File: config.mk
export PLATFORM = sky130hd
export DESIGN_NAME = lkog_top
export DESIGN_NICKNAME = d
export VERILOG_FILES = /design/src/lkog_pkg.sv /design/src/lkog_top.sv
export SDC_FILE = /design/constraint.sdc
export NUM_CORES = 1
export LEC_CHECK = 0
export ABC_AREA = 1
export BUFFER_PORTS_ARGS = -buffer_cell sky130_fd_sc_hd__buf_4
export CORE_AREA = 4 4 109 111
export CTS_BUF_LIST = sky130_fd_sc_hd__clkbuf_8
export DETAILED_ROUTE_END_ITERATION = 10
export DIE_AREA = 0 0 113 115
export MAX_ROUTING_LAYER = met4
export PLACE_DENSITY = 0.71
export SETUP_SLACK_MARGIN = 0.5
export SLEW_MARGIN = 20
export SYNTH_ARGS = -nofsm -noshare
export SYNTH_HDL_FRONTEND = slang
export SYNTH_SLANG_ARGS = --single-unit
File: constraint.sdc
create_clock -name clk_i -period 2.2 [get_ports clk_i]
set_clock_uncertainty 0.05 [all_clocks]
set_input_delay 0.33 -clock clk_i [delete_from_list [all_inputs] [get_ports clk_i]]
set_output_delay 0.33 -clock clk_i [all_outputs]
set_load 0.01 [all_outputs]
File: src/lkog_pkg.sv
// Constants, register map and carrier types of the keepalive output gate.
package lkog_pkg;

  // Clock period and the fixed loss time base.
  localparam int unsigned CLK_NS      = 50;
  localparam int unsigned TICK_NS     = 1000000;
  localparam int unsigned TICK_CYCLES = TICK_NS / CLK_NS;
  localparam int unsigned TICK_MS     = 1;
  localparam int unsigned LOSS_MS     = 3000;
  localparam int unsigned LOSS_TICKS  = LOSS_MS / TICK_MS;

  // Register byte offsets.
  localparam logic [7:0] ADR_CTRL  = 8'h00;
  localparam logic [7:0] ADR_VIEW  = 8'h04;
  localparam logic [7:0] ADR_ISTAT = 8'h08;
  localparam logic [7:0] ADR_ICLR  = 8'h0c;
  localparam logic [7:0] ADR_IEN   = 8'h10;

  // Field positions and reset values.
  localparam int unsigned CTRL_MENU = 0;
  localparam int unsigned IRQ_MSG   = 0;
  localparam int unsigned IRQ_GAIN  = 1;
  localparam int unsigned IRQ_LOSS  = 2;
  localparam int unsigned IRQ_W     = 3;
  localparam logic        CTRL_RST  = 1'b0;
  localparam logic [2:0]  IEN_RST   = 3'h0;

  typedef struct packed {
    logic line_keepalive_cmd;
    logic coord_yield_request;
    logic force_off_first;
    logic force_off_second;
    logic demand_all;
    logic plan_release;
    logic walker_demand;
    logic phase_skip_cmd;
    logic uncoord_run;
    logic special_function_one;
    logic special_function_two;
    logic blink_mode;
  } lkog_cmd_t;

  typedef struct packed {
    logic plan_release;
    logic coord_yield_request;
    logic force_off_first;
    logic force_off_second;
    logic phase_skip_cmd;
  } lkog_spec_t;

  typedef struct packed {
    logic line_keepalive;
    logic coord_yield_request;
    logic force_off_first;
    logic force_off_second;
    logic demand_all;
    logic plan_release;
    logic walker_demand;
    logic phase_skip_status;
    logic request_to_send;
    logic carrier_detect;
    logic uncoord_run;
    logic special_function_one;
    logic special_function_two;
    logic blink_mode;
  } lkog_view_t;

endpackage

File: src/lkog_top.sv
// Keepalive timing, special output gating, status view and register slave.
//
// Design decisions made here: the Wishbone register port and the placing of the registers.
`timescale 1ns/10ps
`default_nettype none
// Function
// [RL1] The five special outputs are active only while keepalive is held.
// [RL2] A keepalive bit sets a steady keepalive output, not a pulse.
// [RL3] Central must send the keepalive bit in every command message.
// [RL4] Keepalive drops after more than 3.0 s without a set keepalive bit.
// [RL5] A menu selection shows the fourteen function states.
// [RL6] The view follows each function without added delay.
// [RL7] The send indicator is transmitter active AND clear to send.
// [RL8] On keepalive loss all commands drop and standby takes over; a message in the loss cycle loads its commands instead.
// [RL9] The loss timer restarts on each valid keepalive message.
module lkog_top
  import lkog_pkg::*;
#(
  parameter int unsigned TICK_LEN = TICK_CYCLES
)
(
  input  wire logic        clk_i,
  input  wire logic        rst_i,
  input  wire logic [7:0]  adr_i,
  input  wire logic [31:0] dat_i,
  output logic      [31:0] dat_o,
  input  wire logic        we_i,
  input  wire logic [3:0]  sel_i,
  input  wire logic        cyc_i,
  input  wire logic        stb_i,
  output logic             ack_o,
  input  wire logic        msg_valid_i,
  input  wire lkog_cmd_t   msg_cmd_i,
  input  wire logic        tx_active_i,
  input  wire logic        cts_i,
  input  wire logic        carrier_i,
  output logic             keepalive_o,
  output lkog_spec_t       spec_o,
  output logic             standby_o,
  output logic             rts_o,
  output lkog_view_t       view_o,
  output logic             irq_o
);

  // Pin synchronisers.
  logic       cts_m;
  logic       cts_s;
  logic       cd_m;
  logic       cd_s;

  always_ff @(posedge clk_i)
  begin
    if (rst_i)
    begin
      cts_m <= 1'b0;
      cts_s <= 1'b0;
      cd_m  <= 1'b0;
      cd_s  <= 1'b0;
    end
    else
    begin
      cts_m <= cts_i;
      cts_s <= cts_m;
      cd_m  <= carrier_i;
      cd_s  <= cd_m;
    end
  end

  // Keepalive loss timer.
  logic        ka_msg;
  logic        ka_loss;
  logic        tick;
  logic [31:0] pre_cnt;
  logic [15:0] tick_cnt;
  lkog_cmd_t   cmd;

  assign ka_msg  = msg_valid_i && msg_cmd_i.line_keepalive_cmd;
  assign tick    = (pre_cnt == TICK_LEN - 1);
  assign ka_loss = keepalive_o && !ka_msg && tick
                   && (tick_cnt == 16'(LOSS_TICKS));

  // [RL9] Restarting time base.
  always_ff @(posedge clk_i)
  begin
    if (rst_i || ka_msg || tick)
      pre_cnt <= 32'h0;
    else
      pre_cnt <= pre_cnt + 32'h1;
  end

  // [RL9] Tick count restarts.
  always_ff @(posedge clk_i)
  begin
    if (rst_i || ka_msg || !keepalive_o)
      tick_cnt <= 16'h0;
    else if (tick && tick_cnt != 16'hffff)
      tick_cnt <= tick_cnt + 16'h1;
  end

  // [RL2] Steady keepalive state.
  always_ff @(posedge clk_i)
  begin
    if (rst_i)
      keepalive_o <= 1'b0;
    else if (ka_msg)
      keepalive_o <= 1'b1;
    // [RL4] Timeout drops keepalive.
    else if (ka_loss)
      keepalive_o <= 1'b0;
  end

  // Command latch; a lost keepalive clears every command unless a message arrives in the same cycle.
  always_ff @(posedge clk_i)
  begin
    if (rst_i)
      cmd <= '0;
    else if (msg_valid_i)
      cmd <= msg_cmd_i;
    // [RL8] Drop all commands.
    else if (ka_loss)
      cmd <= '0;
  end

  // Registers written by software.
  logic              menu_sel;
  logic [IRQ_W-1:0]  irq_en;
  logic [IRQ_W-1:0]  irq_stat;
  logic [IRQ_W-1:0]  irq_evt;
  logic              wr;
  logic              ka_gain;

  // A write lands at the edge at which the master samples ack high.
  assign wr      = cyc_i && stb_i && we_i && ack_o && sel_i[0];
  assign ka_gain = ka_msg && !keepalive_o;

  always_ff @(posedge clk_i)
  begin
    if (rst_i)
    begin
      menu_sel <= CTRL_RST;
      irq_en   <= IEN_RST;
    end
    else if (wr && adr_i == ADR_CTRL)
      menu_sel <= dat_i[CTRL_MENU];
    else if (wr && adr_i == ADR_IEN)
      irq_en <= dat_i[IRQ_W-1:0];
  end

  // Sticky events; a new event wins over a clear in the same cycle.
  always_comb
  begin
    irq_evt           = '0;
    irq_evt[IRQ_MSG]  = msg_valid_i;
    irq_evt[IRQ_GAIN] = ka_gain;
    irq_evt[IRQ_LOSS] = ka_loss;
  end

  always_ff @(posedge clk_i)
  begin
    if (rst_i)
      irq_stat <= '0;
    else if (wr && adr_i == ADR_ICLR)
      irq_stat <= (irq_stat & ~dat_i[IRQ_W-1:0]) | irq_evt;
    else
      irq_stat <= irq_stat | irq_evt;
  end

  always_ff @(posedge clk_i)
  begin
    if (rst_i)
      irq_o <= 1'b0;
    else
      irq_o <= |((irq_stat | irq_evt) & irq_en);
  end

  // Output gating and view, all taken from next-state values.
  logic       next_ka;
  lkog_cmd_t  next_cmd;
  lkog_spec_t next_spec;
  lkog_view_t next_view;
  logic       next_rts;

  assign next_ka  = ka_msg || (keepalive_o && !ka_loss);
  assign next_cmd = msg_valid_i ? msg_cmd_i : (ka_loss ? '0 : cmd);
  // [RL7] Send indicator AND term.
  assign next_rts = tx_active_i && cts_s;

  // [RL1] Gate by keepalive.
  always_comb
  begin
    next_spec.plan_release        = next_cmd.plan_release && next_ka;
    next_spec.coord_yield_request = next_cmd.coord_yield_request && next_ka;
    next_spec.force_off_first     = next_cmd.force_off_first && next_ka;
    next_spec.force_off_second    = next_cmd.force_off_second && next_ka;
    next_spec.phase_skip_cmd      = next_cmd.phase_skip_cmd && next_ka;
  end

  // [RL5] Fourteen-function view.
  always_comb
  begin
    next_view.line_keepalive       = next_ka;
    next_view.coord_yield_request  = next_cmd.coord_yield_request;
    next_view.force_off_first      = next_cmd.force_off_first;
    next_view.force_off_second     = next_cmd.force_off_second;
    next_view.demand_all           = next_cmd.demand_all;
    next_view.plan_release         = next_cmd.plan_release;
    next_view.walker_demand        = next_cmd.walker_demand;
    next_view.phase_skip_status    = next_cmd.phase_skip_cmd;
    next_view.request_to_send      = next_rts;
    next_view.carrier_detect       = cd_s;
    next_view.uncoord_run          = next_cmd.uncoord_run;
    next_view.special_function_one = next_cmd.special_function_one;
    next_view.special_function_two = next_cmd.special_function_two;
    next_view.blink_mode           = next_cmd.blink_mode;
  end

  lkog_view_t live_view;

  // [RL6] Registered each cycle.
  always_ff @(posedge clk_i)
  begin
    if (rst_i)
    begin
      spec_o    <= '0;
      rts_o     <= 1'b0;
      standby_o <= 1'b1;
      live_view <= '0;
      view_o    <= '0;
    end
    else
    begin
      spec_o    <= next_spec;
      rts_o     <= next_rts;
      // [RL8] Standby while keepalive is down.
      standby_o <= !next_ka;
      live_view <= next_view;
      view_o    <= menu_sel ? next_view : '0;
    end
  end

  // Wishbone classic answer: ack one cycle after the request appears.
  always_ff @(posedge clk_i)
  begin
    if (rst_i)
      ack_o <= 1'b0;
    else
      ack_o <= cyc_i && stb_i && !ack_o;
  end

  always_ff @(posedge clk_i)
  begin
    if (rst_i)
      dat_o <= 32'h0;
    else if (cyc_i && stb_i && !we_i && !ack_o)
    begin
      unique case (adr_i)
        ADR_CTRL:  dat_o <= {31'h0, menu_sel};
        ADR_VIEW:  dat_o <= {18'h0, live_view};
        ADR_ISTAT: dat_o <= {29'h0, irq_stat};
        ADR_IEN:   dat_o <= {29'h0, irq_en};
        default:   dat_o <= 32'h0;
      endcase
    end
  end

  logic past_ok;
  always_ff @(posedge clk_i)
  begin
    if (rst_i)
      past_ok <= 1'b0;
    else
      past_ok <= 1'b1;
  end
endmodule
`default_nettype wire

==> impl.org <==
** Place
- Once placement finished, the instance area stood at 5830 sq um.
- Detailed placement ended at an HPWL of 9.42 mm.
- The count of buffers added on input and output ports is 70.
- Number of placed instances with taps included :: 952
- At the end of routability-driven placement, the weighted congestion stood at 0.906.

** Layout
- Cell area after layout :: 6490 sq um
- Measured on the finished design, the core utilization comes to 60.2%.
- After the last flow step, the layout net total stands at 905.
- The library cells used most frequently in the layout, excluding fill and tap cells, are 169 x nand2_1, 117 x nor2_1, 97 x dfxtp_1, 84 x buf_4, 68 x inv_1.
- Of the cells placed in the final design, the portion with a size suffix greater than 1 is 22.9%.
- Compared with the post-synthesis result, the final layout area differs by 23.0%.
- Most common cell after layout, fill and taps aside :: nand2_1
- The finished layout holds 982 standard cells, fillers aside.
- Final antenna diode count :: 0

** Timing
- The final count of hold timing violations is 0.
- Part of the cycle the worst path needs :: 76.4%
- Actual slew at the worst max-slew pin :: 0.546 ns
- Measured against its own limit, the worst slew margin works out to 63.6%.
- Final setup violation count :: 0
- Setup repair after global routing could not meet its margin everywhere.
- Timing would allow up to 0.595 GHz.
- The count of final max-slew check failures is 0.
- Subtracting the final worst setup slack from the clock period gives 1.68 ns.
- Adding up every negative setup slack in the final design gives 0 ns.

** GRT
- Global routing finished with a remaining overflow of 0.
- First-pass GRT wire length :: 21.3 mm
- Overall fraction of global-route tracks in use :: 20.7%
- Entering global routing, the biggest net connects 27 pins.
- The via count of the first global-routing pass is 4,613.
- Initial antenna violation count :: 0

** Synth
- Summing the sequential cell areas from Yosys gives 41.7% of the chip area.
- The average instance in the mapped netlist occupies 6.99 sq um.
- For this run, the number of Yosys warnings is 0.
- Number of standard cells after synthesis :: 755
- The cell area that synthesis handed to floorplanning was 5280 sq um.
- After synthesis, the netlist uses 37 different library cells.
- Synth Register Bits :: 110

** Hold path
- In this run the worst hold path is classified as in -> reg.

** Clock network
- CTS tree :: built
- Counting along the longest clock path gives a buffer depth of 2.
- Clock tree synthesis inserted a total of 9 buffers.
- The tree is rooted in a clkbuf_8.
- In this run the number of H-tree levels came out at 3.
- Clock transition at the register clock pins on the worst setup and hold paths after CTS :: 0.11 ns
- For the worst-skew pair, the clock arrives at the later sink with an insertion delay of 0.38 ns.
- Counting every sink on the clock net gives 110.

** Drt
- Total wire length :: 13.2 mm
- Routed via count divided by cell count :: 5.08
- Number of iterations in the first detailed-routing pass :: 5
- Post-route ant nets :: 0
- For this block, the via count after detailed routing is 4,993.
- In the final routed layout, each cell accounts on average for 13.5 microns.
- Total DRC errors in the routed layout :: 0
- DRT iter0 DRCs :: 366

** Critical path
- STA puts the critical path data required time at 2.42 ns.
- Type of destination of the critical path :: flop
- Arrival time of data at the critical path endpoint :: 1.90 ns
- The setup path with the least slack is of type reg -> reg.
- Worst Path Max Fanout :: 8
- Worst setup SP type :: flop

** Floorplanning
- The die is 115 microns tall.
- The die covers 13,000 sq um.
- Core Box Area :: 10,800 sq um
- Boundary pin count :: 121
- Std cell rows :: 38
- Initial Util :: 48.9%
- In this run the horizontal extent of the chip is 113 microns.

** Job
- Max-cap violations in this run came to 0.

** Power
- Dividing total power by cell area gives a power density of 560 nW/um^2.
- Leakage power of the design :: 2.51 nW
- Worst vdd rail ir drop :: 0.532 mV

** Status
- Status :: completed
## synth_stat cells
| cell | instances | area (sq um) |
|---|---|---|
| nand2_1 | 176 | 661 |
| nor2_1 | 126 | 473 |
| dfxtp_1 | 110 | 2200 |
| inv_1 | 69 | 259 |
| a21oi_1 | 65 | 325 |
| nand3_1 | 57 | 285 |
| o21ai_0 | 23 | 115 |
| buf_4 | 19 | 143 |
| xnor2_1 | 13 | 114 |
| nand4_1 | 11 | 68.8 |
| nor3_1 | 11 | 55.1 |
| nor2_2 | 8 | 50.1 |
| nand2_2 | 7 | 43.8 |
| buf_2 | 6 | 30.0 |
| clkbuf_1 | 6 | 22.5 |
| xor2_1 | 6 | 52.6 |
| buf_6 | 4 | 45.0 |
| inv_2 | 4 | 15.0 |
| nand3b_1 | 4 | 30.0 |
| nor3_2 | 4 | 40.0 |
| or2_0 | 4 | 25.0 |
| ha_1 | 3 | 37.5 |
| a211oi_1 | 2 | 15.0 |
| nand3_2 | 2 | 20.0 |
| nor2_4 | 2 | 22.5 |
| or2_2 | 2 | 12.5 |
| buf_8 | 1 | 15.0 |
| conb_1 | 1 | 3.75 |
| inv_4 | 1 | 6.26 |
| nand2_4 | 1 | 11.3 |
| nand2b_1 | 1 | 6.26 |
| nand3_4 | 1 | 17.5 |
| nor2_8 | 1 | 20.0 |
| nor3_4 | 1 | 16.3 |
| o21ai_1 | 1 | 5.00 |
| o21bai_1 | 1 | 7.51 |
| o22ai_1 | 1 | 6.26 |
## critical path, cell delays in order (launching register included)
cell,delay (ns)
dfxtp_2,0.38
ha_4,0.16
nand3_4,0.13
nor2_4,0.13
nand2_2,0.08
nor2_4,0.22
nand2_8,0.11
buf_12,0.17
nand3_4,0.07
a21oi_2,0.06
## power breakdown
| group | internal [mW] | leakage [nW] | switching [mW] |
|---|---|---|---|
| clock network | 0.586 | 0.112 | 0.741 |
| registers | 2.03 | 0.900 | 0.0257 |
| logic | 0.105 | 1.49 | 0.150 |
| total | 2.72 | 2.51 | 0.916 |
## layout make-up
type | count | area, sq um
Fill cell | 938 | 4300
Timing Repair Buffer | 87 | 682
Clock inverter | 6 | 83.8
Inverter | 74 | 285
Multi-Input combinational cell | 555 | 2900
Sequential cell | 110 | 2230
Clock buffer | 10 | 138
Tap cell | 140 | 175
## state kept, by name (all words and copies together), names as in the netlist, 3 cells and up
register and flops:
pre_cnt 32, view_o 14, irq_stat 3, live_view 14, tick_cnt 16, spec_o 5
irq_en 3, dat_o 14
## cells by family (layout without fill, tap and decap cells)
| kind of cell | count (synthesis) | in the layout | share of synthesized area (%) |
|---|---|---|---|
| compound gates | 93 | 93 | 8.99 |
| xor+xnor | 19 | 19 | 3.15 |
| fa+ha+maj | 3 | 3 | 0.711 |
| buf+inv | 110 | 177 | 10.1 |
| flops | 110 | 110 | 41.7 |
| other cells | 1 | 18 | 0.0711 |
| simple gates | 419 | 422 | 35.2 |
## layer usage
metal | GRT usage [%] | part of all wire [%] | vias to the layer above
met4 | 6.17 | 1.6 | 0
li1 | - | - | 2539
met3 | 6.32 | 6.1 | 22
met1 | 25.8 | 45 | 2277
met2 | 32.3 | 48 | 155
met5 | - | 0 | -
## path summary, 6_finish.rpt
path / slack [ns] / from / cells after the start / endpoint
worst max register to register: 0.52 / pre_cnt[1]$_SDFF_PP0_ / 9 / view_o[2]$_SDFF_PP0_
worst max-delay path: 0.52 / pre_cnt[1]$_SDFF_PP0_ / 9 / view_o[2]$_SDFF_PP0_
worst min-delay path: 0.09 / carrier_i / 3 / cd_m$_SDFF_PP0_
worst min register to register: 0.37 / cd_m$_SDFF_PP0_ / 2 / cd_s$_SDFF_PP0_
## metrics by stage
step	worst slack, ns	power (mW)	hold WS (ns)
2_1_floorplan	0.609	2.24	0.338
3_3_place_gp	0.177	2.32	0.347
3_5_place_dp	0.0983	2.33	0.352
4_1_cts	0.498	3.65	0.0692
5_1_grt	0.438	3.78	0.0895
6_report	0.520	3.63	0.0884
## repair_timing
action | 4_1_cts | 5_1_grt
pin swaps | 5 | 12
hold buffers | 0 | 0
cloned | 3 | 0
resized for setup | 20 | 58
buffers inserted | 4 | 7
setup endpoints to repair | 80 | 78
(Power assumes the default switching activity.)
